===== src/rtl/adcc_pkg.sv =====
// adcc_pkg: constants and carriers for the converter control block.
// assumes a 32-bit AXI4-Lite slave on one 200 MHz clock.
// Notes on behaviour
// - regular external trigger enable gates regular events
// - regular select picks timer, pin or soft start
// - injected external trigger enable gates injected events
// - injected select picks timer, pin or soft start
// - alignment bit selects left or right justify
// - dma enable allows dma requests
// - calibration reset self-clears when done
// - reset during conversion takes extra cycles
// - calibration start self-clears at completion
// - continuous mode repeats conversions until cleared
// - on write wakes, second on write converts
// - clearing on stops everything, powers down
// - on starts conversion only if sole change
// - sample register holds six 3-bit fields
// - sample codes map to fixed cycle counts
// - regular soft start clears when conversion begins
// - injected soft start clears when an injected conversion begins
package adcc_pkg;
    localparam logic [7:0]  ADCC_CTL2_OFFS     = 8'h08;
    localparam logic [7:0]  ADCC_SAMPLE_OFFS   = 8'h0C;
    localparam logic [7:0]  ADCC_STAT_OFFS     = 8'h40;
    localparam logic [31:0] ADCC_CTL2_RESET    = 32'h0000_0000;
    localparam logic [31:0] ADCC_CTL2_MASK     = 32'h007E_F90F;
    localparam logic [31:0] ADCC_SAMPLE_MASK   = 32'h0003_FFFF;
    localparam int          ADCC_B_ON          = 0;
    localparam int          ADCC_B_CONTINUOUS  = 1;
    localparam int          ADCC_B_CAL         = 2;
    localparam int          ADCC_B_RECAL       = 3;
    localparam int          ADCC_B_DMA         = 8;
    localparam int          ADCC_B_ALIGN       = 11;
    localparam int          ADCC_B_JSEL_LO     = 12;
    localparam int          ADCC_B_JEXT        = 15;
    localparam int          ADCC_B_RSEL_LO     = 17;
    localparam int          ADCC_B_REXT        = 20;
    localparam int          ADCC_B_JSOFT       = 21;
    localparam int          ADCC_B_RSOFT       = 22;
    localparam logic [2:0]  ADCC_SEL_PIN       = 3'h6;
    localparam logic [2:0]  ADCC_SEL_SOFT      = 3'h7;
    localparam logic [2:0]  ADCC_JSEL_T1C3     = 3'h0;
    localparam logic [2:0]  ADCC_JSEL_T2C4     = 3'h3;
    localparam int          ADCC_CONV_CYC      = 12;
    localparam int          ADCC_CAL_CYC       = 16;
    localparam int          ADCC_RECAL_CYC     = 4;
    localparam int          ADCC_RECAL_EXTRA   = 4;
    localparam logic [1:0]  ADCC_RESP_OKAY     = 2'h0;
    localparam logic [1:0]  ADCC_RESP_SLVERR   = 2'h2;

    typedef struct packed {
        logic t1_trigger_out;
        logic t1_compare_one;
        logic t1_compare_two;
        logic t1_compare_three;
        logic t2_trigger_out;
        logic t2_compare_one;
        logic t2_compare_two;
        logic t2_compare_four;
        logic reg_pin;
        logic inj_pin;
    } adcc_evt_t;

    typedef struct packed {
        logic       busy;
        logic       injected;
        logic [3:0] channel;
        logic [7:0] sample_cycles;
    } adcc_conv_t;
endpackage : adcc_pkg


===== src/rtl/adcc_top.sv =====
// adcc_top: converter control register pair with an AXI4-Lite slave.
// assumes event inputs are asynchronous pins; conversion timing is modelled.
`timescale 1ns/1ps
module adcc_top
(
    input  wire logic               aclk,
    input  wire logic               aresetn,
    input  wire logic [7:0]         s_awaddr,
    input  wire logic               s_awvalid,
    output logic                    s_awready,
    input  wire logic [31:0]        s_wdata,
    input  wire logic [3:0]         s_wstrb,
    input  wire logic               s_wvalid,
    output logic                    s_wready,
    output logic [1:0]              s_bresp,
    output logic                    s_bvalid,
    input  wire logic               s_bready,
    input  wire logic [7:0]         s_araddr,
    input  wire logic               s_arvalid,
    output logic                    s_arready,
    output logic [31:0]             s_rdata,
    output logic [1:0]              s_rresp,
    output logic                    s_rvalid,
    input  wire logic               s_rready,
    input  wire adcc_pkg::adcc_evt_t evt_in,
    input  wire logic [3:0]         conv_channel,
    output logic                    conv_start_reg,
    output logic                    powered_reg,
    output logic                    left_align_reg,
    output logic                    dma_req_reg,
    output adcc_pkg::adcc_conv_t    conv_state_reg
);
    typedef enum logic [3:0] {
        ADCC_OFF  = 4'h1,
        ADCC_IDLE = 4'h2,
        ADCC_CONV = 4'h4,
        ADCC_CAL  = 4'h8
    } adcc_state_t;

    adcc_state_t state_reg;
    logic [31:0] ctl_reg;
    logic [31:0] smp_reg;
    logic [9:0]  evt_s1_reg;
    logic [9:0]  evt_s2_reg;
    logic [9:0]  evt_s3_reg;
    logic [7:0]  cnt_reg;
    logic [3:0]  rc_cnt_reg;
    logic        rc_extra_reg;
    logic        aw_got_reg;
    logic        w_got_reg;
    logic [7:0]  aw_addr_reg;
    logic [31:0] w_data_reg;
    logic [3:0]  w_strb_reg;
    logic        reg_start;
    logic        inj_start;
    logic        on_start;
    logic        wr_fire;
    logic        wr_ctl;
    logic [31:0] wr_val;
    logic [9:0]  rise;

    // per-code cycle table
    function automatic logic [7:0] adcc_cycles(input logic [2:0] code);
        case (code)
            3'h0:    adcc_cycles = 8'h03;
            3'h1:    adcc_cycles = 8'h09;
            3'h2:    adcc_cycles = 8'h0F;
            3'h3:    adcc_cycles = 8'h1E;
            3'h4:    adcc_cycles = 8'h2B;
            3'h5:    adcc_cycles = 8'h39;
            3'h6:    adcc_cycles = 8'h49;
            default: adcc_cycles = 8'hF1;
        endcase
    endfunction : adcc_cycles

    function automatic logic [31:0] adcc_merge(input logic [31:0] old_v,
                                               input logic [31:0] new_v,
                                               input logic [3:0]  strb);
        for (int i = 0; i < 4; i++)
        begin
            adcc_merge[8*i +: 8] = strb[i] ? new_v[8*i +: 8] : old_v[8*i +: 8];
        end
    endfunction : adcc_merge

    // --- AXI4-Lite write channel: address and data taken in either order
    assign wr_fire = aw_got_reg && w_got_reg && !s_bvalid;
    assign wr_ctl  = wr_fire && aw_addr_reg == adcc_pkg::ADCC_CTL2_OFFS;
    assign wr_val  = adcc_merge(ctl_reg, w_data_reg, w_strb_reg) & adcc_pkg::ADCC_CTL2_MASK;

    always_ff @(posedge aclk)
    begin
        if (!aresetn)
        begin
            aw_got_reg  <= 1'b0;
            w_got_reg   <= 1'b0;
            s_awready   <= 1'b0;
            s_wready    <= 1'b0;
            s_bvalid    <= 1'b0;
            s_bresp     <= adcc_pkg::ADCC_RESP_OKAY;
            aw_addr_reg <= 8'h00;
            w_data_reg  <= 32'h0000_0000;
            w_strb_reg  <= 4'h0;
        end
        else
        begin
            s_awready <= !aw_got_reg && !s_awready && s_awvalid;
            s_wready  <= !w_got_reg && !s_wready && s_wvalid;
            if (s_awvalid && s_awready)
            begin
                aw_got_reg  <= 1'b1;
                aw_addr_reg <= s_awaddr;
            end
            if (s_wvalid && s_wready)
            begin
                w_got_reg  <= 1'b1;
                w_data_reg <= s_wdata;
                w_strb_reg <= s_wstrb;
            end
            if (wr_fire)
            begin
                s_bvalid   <= 1'b1;
                aw_got_reg <= 1'b0;
                w_got_reg  <= 1'b0;
                s_bresp    <= (aw_addr_reg == adcc_pkg::ADCC_CTL2_OFFS ||
                               aw_addr_reg == adcc_pkg::ADCC_SAMPLE_OFFS)
                              ? adcc_pkg::ADCC_RESP_OKAY : adcc_pkg::ADCC_RESP_SLVERR;
            end
            else if (s_bvalid && s_bready)
            begin
                s_bvalid <= 1'b0;
            end
        end
    end

    // --- AXI4-Lite read channel
    always_ff @(posedge aclk)
    begin
        if (!aresetn)
        begin
            s_arready <= 1'b0;
            s_rvalid  <= 1'b0;
            s_rdata   <= 32'h0000_0000;
            s_rresp   <= adcc_pkg::ADCC_RESP_OKAY;
        end
        else
        begin
            s_arready <= !s_arready && !s_rvalid && s_arvalid;
            if (s_arvalid && s_arready)
            begin
                s_rvalid <= 1'b1;
                s_rresp  <= adcc_pkg::ADCC_RESP_OKAY;
                case (s_araddr)
                    adcc_pkg::ADCC_CTL2_OFFS: s_rdata <= ctl_reg;
                    adcc_pkg::ADCC_SAMPLE_OFFS: s_rdata <= smp_reg;
                    adcc_pkg::ADCC_STAT_OFFS: s_rdata <= {28'h0, state_reg};
                    default:
                    begin
                        s_rdata <= 32'h0000_0000;
                        s_rresp <= adcc_pkg::ADCC_RESP_SLVERR;
                    end
                endcase
            end
            else if (s_rvalid && s_rready)
            begin
                s_rvalid <= 1'b0;
            end
        end
    end

    // --- event synchronisers and rising-edge detect
    always_ff @(posedge aclk)
    begin
        if (!aresetn)
        begin
            evt_s1_reg <= 10'h000;
            evt_s2_reg <= 10'h000;
            evt_s3_reg <= 10'h000;
        end
        else
        begin
            evt_s1_reg <= evt_in;
            evt_s2_reg <= evt_s1_reg;
            evt_s3_reg <= evt_s2_reg;
        end
    end
    assign rise = evt_s2_reg & ~evt_s3_reg;

    // bit order follows adcc_evt_t: t1_trigger_out is bit 9 down to inj_pin bit 0
    always_comb
    begin
        logic [2:0] rs;
        logic [2:0] js;
        rs = ctl_reg[adcc_pkg::ADCC_B_RSEL_LO +: 3];
        js = ctl_reg[adcc_pkg::ADCC_B_JSEL_LO +: 3];
        reg_start = 1'b0;
        inj_start = 1'b0;
        if (ctl_reg[adcc_pkg::ADCC_B_REXT] && state_reg != ADCC_OFF)
        begin
            case (rs)
                3'h0:    reg_start = rise[9];
                3'h1:    reg_start = rise[8];
                3'h2:    reg_start = rise[7];
                3'h3:    reg_start = rise[5];
                3'h4:    reg_start = rise[4];
                3'h5:    reg_start = rise[3];
                adcc_pkg::ADCC_SEL_PIN: reg_start = rise[1];
                default: reg_start = ctl_reg[adcc_pkg::ADCC_B_RSOFT];
            endcase
        end
        if (ctl_reg[adcc_pkg::ADCC_B_JEXT] && state_reg != ADCC_OFF)
        begin
            case (js)
                adcc_pkg::ADCC_JSEL_T1C3: inj_start = rise[6];
                adcc_pkg::ADCC_JSEL_T2C4: inj_start = rise[2];
                adcc_pkg::ADCC_SEL_PIN:   inj_start = rise[0];
                adcc_pkg::ADCC_SEL_SOFT:  inj_start = ctl_reg[adcc_pkg::ADCC_B_JSOFT];
                default:                  inj_start = 1'b0;
            endcase
        end
    end

    // on rewritten while already on, nothing else changing
    assign on_start = wr_ctl && ctl_reg[adcc_pkg::ADCC_B_ON] && wr_val[adcc_pkg::ADCC_B_ON]
                      && (wr_val == ctl_reg);

    // --- control register; hardware clears win over software writes of the same cycle
    always_ff @(posedge aclk)
    begin
        if (!aresetn)
        begin
            ctl_reg <= adcc_pkg::ADCC_CTL2_RESET;
        end
        else
        begin
            if (wr_ctl)
            begin
                ctl_reg <= wr_val;
            end
            if (state_reg == ADCC_IDLE && (reg_start || on_start))
            begin
                ctl_reg[adcc_pkg::ADCC_B_RSOFT] <= 1'b0;
            end
            if (state_reg == ADCC_IDLE && inj_start && !reg_start && !on_start)
            begin
                ctl_reg[adcc_pkg::ADCC_B_JSOFT] <= 1'b0;
            end
            if (state_reg == ADCC_CAL && cnt_reg == 8'h01)
            begin
                ctl_reg[adcc_pkg::ADCC_B_CAL] <= 1'b0;
            end
            if (ctl_reg[adcc_pkg::ADCC_B_RECAL] && rc_cnt_reg == 4'h1)
            begin
                ctl_reg[adcc_pkg::ADCC_B_RECAL] <= 1'b0;
            end
            if (wr_ctl && !wr_val[adcc_pkg::ADCC_B_ON])
            begin
                ctl_reg[adcc_pkg::ADCC_B_CAL]   <= 1'b0;
                ctl_reg[adcc_pkg::ADCC_B_RECAL] <= 1'b0;
            end
        end
    end

    always_ff @(posedge aclk)
    begin
        if (!aresetn)
        begin
            smp_reg <= 32'h0000_0000;
        end
        else if (wr_fire && aw_addr_reg == adcc_pkg::ADCC_SAMPLE_OFFS)
        begin
            smp_reg <= adcc_merge(smp_reg, w_data_reg, w_strb_reg)
                       & adcc_pkg::ADCC_SAMPLE_MASK;
        end
    end

    // calibration-register reset counter, longer when begun mid-conversion
    always_ff @(posedge aclk)
    begin
        if (!aresetn)
        begin
            rc_cnt_reg   <= 4'h0;
            rc_extra_reg <= 1'b0;
        end
        else if (!ctl_reg[adcc_pkg::ADCC_B_RECAL])
        begin
            rc_cnt_reg   <= 4'h0;
            rc_extra_reg <= 1'b0;
        end
        else if (rc_cnt_reg == 4'h0 && !rc_extra_reg)
        begin
            rc_extra_reg <= 1'b1;
            rc_cnt_reg   <= (state_reg == ADCC_CONV)
                ? 4'(adcc_pkg::ADCC_RECAL_CYC + adcc_pkg::ADCC_RECAL_EXTRA)
                : 4'(adcc_pkg::ADCC_RECAL_CYC);
        end
        else if (rc_cnt_reg != 4'h0)
        begin
            rc_cnt_reg <= rc_cnt_reg - 4'h1;
        end
    end

    // --- converter sequencing
    always_ff @(posedge aclk)
    begin
        if (!aresetn)
        begin
            state_reg      <= ADCC_OFF;
            cnt_reg        <= 8'h00;
            conv_start_reg <= 1'b0;
            conv_state_reg <= '0;
        end
        else
        begin
            conv_start_reg <= 1'b0;
            case (state_reg)
                ADCC_OFF:
                begin
                    if (wr_ctl && wr_val[adcc_pkg::ADCC_B_ON])
                    begin
                        state_reg <= ADCC_IDLE;
                    end
                end
                ADCC_IDLE:
                begin
                    if (reg_start || inj_start || on_start)
                    begin
                        state_reg      <= ADCC_CONV;
                        conv_start_reg <= 1'b1;
                        cnt_reg        <= 8'(adcc_pkg::ADCC_CONV_CYC)
                                          + adcc_cycles(smp_reg[2:0]);
                        conv_state_reg <= '{busy: 1'b1,
                                            injected: !(reg_start || on_start),
                                            channel: conv_channel,
                                            sample_cycles: adcc_cycles(smp_reg[2:0])};
                        if (conv_channel >= 4'hA && conv_channel <= 4'hF)
                        begin
                            cnt_reg <= 8'(adcc_pkg::ADCC_CONV_CYC) + adcc_cycles(
                                smp_reg[3*(conv_channel - 4'hA) +: 3]);
                            conv_state_reg.sample_cycles <= adcc_cycles(
                                smp_reg[3*(conv_channel - 4'hA) +: 3]);
                        end
                    end
                    else if (ctl_reg[adcc_pkg::ADCC_B_CAL])
                    begin
                        state_reg <= ADCC_CAL;
                        cnt_reg   <= 8'(adcc_pkg::ADCC_CAL_CYC);
                    end
                end
                ADCC_CONV:
                begin
                    if (cnt_reg == 8'h01)
                    begin
                        // continuous mode rearms without a fresh trigger
                        if (ctl_reg[adcc_pkg::ADCC_B_CONTINUOUS])
                        begin
                            cnt_reg        <= 8'(adcc_pkg::ADCC_CONV_CYC)
                                              + conv_state_reg.sample_cycles;
                            conv_start_reg <= 1'b1;
                        end
                        else
                        begin
                            state_reg           <= ADCC_IDLE;
                            conv_state_reg.busy <= 1'b0;
                        end
                    end
                    else
                    begin
                        cnt_reg <= cnt_reg - 8'h01;
                    end
                end
                ADCC_CAL:
                begin
                    cnt_reg <= cnt_reg - 8'h01;
                    if (cnt_reg == 8'h01)
                    begin
                        state_reg <= ADCC_IDLE;
                    end
                end
                default: state_reg <= ADCC_OFF;
            endcase
            if (wr_ctl && !wr_val[adcc_pkg::ADCC_B_ON])
            begin
                state_reg           <= ADCC_OFF;
                conv_state_reg.busy <= 1'b0;
                conv_start_reg      <= 1'b0;
            end
        end
    end

    // dma request pulses when a conversion finishes, only if enabled
    always_ff @(posedge aclk)
    begin
        if (!aresetn)
        begin
            powered_reg    <= 1'b0;
            left_align_reg <= 1'b0;
            dma_req_reg    <= 1'b0;
        end
        else
        begin
            powered_reg    <= state_reg != ADCC_OFF;
            left_align_reg <= ctl_reg[adcc_pkg::ADCC_B_ALIGN];
            dma_req_reg    <= ctl_reg[adcc_pkg::ADCC_B_DMA] && state_reg == ADCC_CONV
                              && cnt_reg == 8'h01;
        end
    end

    chk_off_no_start: assert property (@(posedge aclk) disable iff (!aresetn)
        state_reg == ADCC_OFF |=> !conv_start_reg) else $error("start while off");
    chk_dma_gated: assert property (@(posedge aclk) disable iff (!aresetn)
        dma_req_reg |-> $past(ctl_reg[adcc_pkg::ADCC_B_DMA]))
        else $error("dma without enable");
    chk_off_clears: assert property (@(posedge aclk) disable iff (!aresetn)
        wr_ctl && !wr_val[adcc_pkg::ADCC_B_ON] |=> state_reg == ADCC_OFF)
        else $error("off ignored");
    chk_rsoft_clear: assert property (@(posedge aclk) disable iff (!aresetn)
        state_reg == ADCC_IDLE && reg_start && !wr_ctl |=> !ctl_reg[adcc_pkg::ADCC_B_RSOFT])
        else $error("soft start stuck");
    chk_wake_only: assert property (@(posedge aclk) disable iff (!aresetn)
        state_reg == ADCC_OFF && wr_ctl && wr_val[adcc_pkg::ADCC_B_ON]
        |=> state_reg == ADCC_IDLE && !conv_start_reg) else $error("wake failed");
    // a write that changes other bits must not start a conversion from idle
    chk_sole_change: assert property (@(posedge aclk) disable iff (!aresetn)
        state_reg == ADCC_IDLE && wr_ctl && wr_val != ctl_reg && !reg_start && !inj_start
        |=> !conv_start_reg) else $error("multi-bit start");
    chk_cal_bound: assert property (@(posedge aclk) disable iff (!aresetn)
        $rose(state_reg == ADCC_CAL) |-> ##[1:20] state_reg != ADCC_CAL)
        else $error("cal too long");
    chk_smp_reserved: assert property (@(posedge aclk) disable iff (!aresetn)
        (smp_reg & ~adcc_pkg::ADCC_SAMPLE_MASK) == 32'h0000_0000) else $error("reserved set");
    chk_align_follow: assert property (@(posedge aclk) disable iff (!aresetn)
        1'b1 |=> left_align_reg == $past(ctl_reg[adcc_pkg::ADCC_B_ALIGN]))
        else $error("align lag");
    chk_recal_long: assert property (@(posedge aclk) disable iff (!aresetn)
        $rose(ctl_reg[adcc_pkg::ADCC_B_RECAL]) && state_reg == ADCC_CONV
        |=> rc_cnt_reg == 4'(adcc_pkg::ADCC_RECAL_CYC + adcc_pkg::ADCC_RECAL_EXTRA))
        else $error("cal reset not lengthened");
    cov_conv: cover property (@(posedge aclk) disable iff (!aresetn) conv_start_reg);
    cov_cal: cover property (@(posedge aclk) disable iff (!aresetn) state_reg == ADCC_CAL);
    cov_continuous_mode: cover property (@(posedge aclk) disable iff (!aresetn)
        conv_start_reg && $past(state_reg == ADCC_CONV));
    cov_recal_conv: cover property (@(posedge aclk) disable iff (!aresetn)
        ctl_reg[adcc_pkg::ADCC_B_RECAL] && state_reg == ADCC_CONV);
endmodule : adcc_top


===== config.mk =====
export PLATFORM = sky130hd
export DESIGN_NAME = adcc_top
export DESIGN_NICKNAME = d
export VERILOG_FILES = /design/src/rtl/adcc_pkg.sv /design/src/rtl/adcc_top.sv
export SDC_FILE = /design/constraint.sdc
export NUM_CORES = 1
export LEC_CHECK = 0
export ABC_CLOCK_PERIOD_IN_PS = 5200
export BUFFER_PORTS_ARGS = -buffer_cell sky130_fd_sc_hd__buf_2
export CAP_MARGIN = 20
export CORE_ASPECT_RATIO = 0.7
export CORE_MARGIN = 5
export CORE_UTILIZATION = 30
export DETAILED_ROUTE_END_ITERATION = 8
export HOLD_SLACK_MARGIN = 0.15
export PLACE_DENSITY = 0.57
export SLEW_MARGIN = 20
export SYNTH_ARGS = -nofsm -noshare
export SYNTH_HDL_FRONTEND = slang
export SYNTH_SLANG_ARGS = --single-unit

===== constraint.sdc =====
create_clock -name aclk -period 5.2 [get_ports aclk]
set_clock_uncertainty 0.05 [all_clocks]
set_input_delay 0.26 -clock aclk [delete_from_list [all_inputs] [get_ports aclk]]
set_output_delay 0.26 -clock aclk [all_outputs]
set_load 0.005 [all_outputs]

==> impl_metrics.yaml <==
status:
  status: "complete, no violations"
setup_path:
  crit_required_ns: 5.47
  crit_buf_inv: 5
  cpMaxStageDelayCell: "fa_1"
  end_kind: "flip-flop"
  r2r_start: "smp_reg[2]"
  critPathMaxStageDelay_ns: 0.67
  r2r_end: "cnt_reg[4]"
  path_max_fanout: 7
  r2r_slack_ns: 1.42
  cp_top_family: "adder cells"
  worstPathCellList: "dlygate4sd3_1, buf_2, inv_1, ha_1, inv_1, ha_1, ha_1, inv_1, fa_1, mux4_2, and4_4, a221o_1, or3_1, a31oi_1, ha_2, nand3_1, mux2_1, a31oi_1, a21oi_1"
  crit_path_start_kind: "input pin"
  worstRegToRegCells: 11
  critical_path_class: "input pin to flip-flop"
  cp.arrival_ns: 5.20
timing:
  clock.fmax_mhz: 203
  finalSetupTns_ns: 0
  period_share: 0.947
  rsz0062_at_grt: "no"
  hold_viol_final: 0
  maxSlewViolCount: 0
  slew_headroom: 0.396
  tightestPinTransition_ns: 0.893
  fin_crit_ns: 4.93
  setup_viol: 0
routing:
  first_pass_iters: 6
  finalWirelength_um: 22700
  vias_per_cell: 4.79
  drcViolationCount: 0
  wl_per_cell_um: 16.0
  drtIter0Drc: 454
  via_count: 6801
  antenna_left: 0
hold_path:
  hp-class: "input pin to flip-flop"
  hp-start: "conv_channel[0]"
  holdPathEnd: "conv_state_reg[8]"
  holdPathStages: 3
clock_network:
  insertion_delay_ns: 0.43
  cts.sinks: 165
  h-tree-depth: 4
  root_buffer: "clkbuf_16"
  clk_pin_slew_ns: 0.07
  cts_buffers: 17
  clockBufferDepth: 2
  post_cts_buffers: 0
  cts_tree: "yes"
yosys:
  synth_flop_cell: "dfxtp_1"
  synth_area_um2: 7920
  synth.avg_cell_area_um2: 8.75
  ys_types: 64
  yosysSeqAreaShare: 0.417
  synth-seq-cells: 165
  yosys_warnings: 0
  synth_edf_count: 0
  ys_async_sr_fraction: 0
  synthCells: 905
cells_and_area:
  layout.nets: 1139
  post-route-util: 0.382
  syn_to_final_growth_pct: 24.8
  drive_above_1_share: 0.164
job:
  cap_violations: 0
grt:
  grt_pass1_wl_um: 36300
  first_global_vias: 6598
  grt_use_total: 0.152
  grt_start_max_net_pins: 93
  overflow: 0
  antenna_found_initial: 2
die:
  io_pins: 132
  die_y_um: 146
  die_area_um2: 29800
  num_rows: 49
  initial_core_util: 0.306
  die_x_um: 204
  core_um2: 25900
placement:
  portBuffers: 110
  place_congestion: 0.888
  dp_hpwl_um: 16300
pwr:
  power_density_nw_per_um2: 278
  p_leak_nw: 3.89
  ir_drop_uv: 228
worst reg2reg max path, cell delays in order (launching register included):
cell and delay, ns:
dfxtp_1 0.43, mux4_1 0.55, mux4_2 0.48, and4_4 0.21, a221o_1 0.37, or3_1 0.40
a31oi_1 0.25, ha_2 0.29, nand3_1 0.08, mux2_1 0.30, a31oi_1 0.18, a21oi_1 0.08
per-layer routing:
metal  track usage  vias to the layer above  wire (µm)
li1              -                     3438          -
met1         0.228                     3149      11700
met2         0.209                      194       9090
met3        0.0501                       18       1640
met4        0.0368                        2        278
met5             0                        -         18
metrics by stage:
step | cell area (µm²) | std cells | power, mW | hold slack (ns) | worst slack (ns)
2_1_floorplan | 7960 | 915 | 1.47 | 0.328 | 1.02
3_3_place_gp | 8740 | 1330 | 1.53 | 0.371 | 0.475
3_5_place_dp | 8740 | 1330 | 1.53 | 0.369 | 0.385
4_1_cts | 9870 | 1418 | 2.78 | 0.220 | 0.275
5_1_grt | 9880 | 1419 | 2.86 | 0.261 | 0.0125
6_report | 9880 | 1419 | 2.75 | 0.227 | 0.274
timing repair:
action	in CTS	in global routing
hold buffers	57	0
setup endpoints to repair	0	1
hold endpoints to repair	53	0
gates resized for setup	0	2
where the power goes:
group	internal [mW]	total, mW	switching (mW)	leakage, nW
Clock	0.639	1.21	0.574	0.267
Sequential	1.29	1.30	0.0174	1.34
Combinational	0.111	0.232	0.121	2.29
Total	2.03	2.75	0.712	3.89
layout make-up:
| class | count | area, µm² |
|---|---|---|
| clock buffer | 18 | 439 |
| sequential | 165 | 3300 |
| timing repair buffer | 174 | 1180 |
| tap | 357 | 447 |
| inverter | 22 | 82.6 |
| antenna | 1 | 2.50 |
| fill | 2638 | 16000 |
| multi-input combinational | 669 | 4310 |
| clock inverter | 13 | 119 |
cell usage in the layout, fill, tap and decap left out, types with 9 or more instances in the layout:
cell and count:
and2_1 39, nor2b_1 39, dfxtp_1 165, nand2b_1 9, nand2_1 138, inv_1 22
xor2_1 10, conb_1 11, o21ai_0 27, mux2i_1 32, dlygate4sd3_1 57, ha_1 15
buf_2 109, a31oi_1 11, nor2_1 45, xnor2_1 20, a21oi_1 37, clkbuf_16 17
nand3_1 38, nor3_1 25, a21boi_0 59
cells in the mapped netlist, types with 4 or more instances:
cell type / n / area (µm²)
a21oi_1: 37 / 185
xnor2_1: 20 / 175
nor2b_1: 39 / 244
nand3b_1: 5 / 37.5
a31oi_1: 11 / 68.8
a21boi_0: 59 / 443
mux2i_1: 32 / 320
nor4b_1: 4 / 35.0
a22oi_1: 7 / 52.6
nand4_1: 6 / 37.5
o22ai_1: 6 / 37.5
mux4_2: 6 / 135
clkbuf_1: 43 / 161
and3_1: 6 / 37.5
nand2b_1: 9 / 56.3
ha_1: 16 / 200
mux2_2: 5 / 56.3
nand3_1: 38 / 190
buf_4: 11 / 82.6
nor3_1: 25 / 125
o211ai_1: 4 / 30.0
o21ai_0: 27 / 135
nand2_1: 138 / 518
inv_1: 22 / 82.6
nor3b_1: 8 / 60.1
a221oi_1: 7 / 61.3
xor2_1: 11 / 96.3
and2_1: 39 / 244
mux4_1: 4 / 105
dfxtp_1: 165 / 3300
nor2_1: 45 / 169
worst max-delay path by stage:
stage,startpoint,to,slack [ns],cells past startpoint
3_3_place_gp,conv_channel[0],cnt_reg[4],0.48,14
4_1_cts,conv_channel[1],cnt_reg[4],0.28,20
3_5_place_dp,conv_channel[0],cnt_reg[4],0.39,14
5_1_grt,conv_channel[1],cnt_reg[4],0.01,22
6_report,conv_channel[1],cnt_reg[4],0.27,19
2_1_floorplan,conv_channel[2],cnt_reg[4],1.02,20
cell families (layout without fill, tap and decap cells):
logic type	after synthesis	count (layout)	synth area share
flip-flops	165	165	0.417
multiplexers	48	48	0.0793
adder cells (fa/ha/maj)	17	17	0.0278
XOR/XNOR	31	31	0.0343
other	1	12	0.000473
buffers and inverters	81	227	0.0452
AND/OR/NAND/NOR	377	377	0.237
AO/OA/AOI/OAI	185	185	0.159
(Power assumes the default switching activity.)
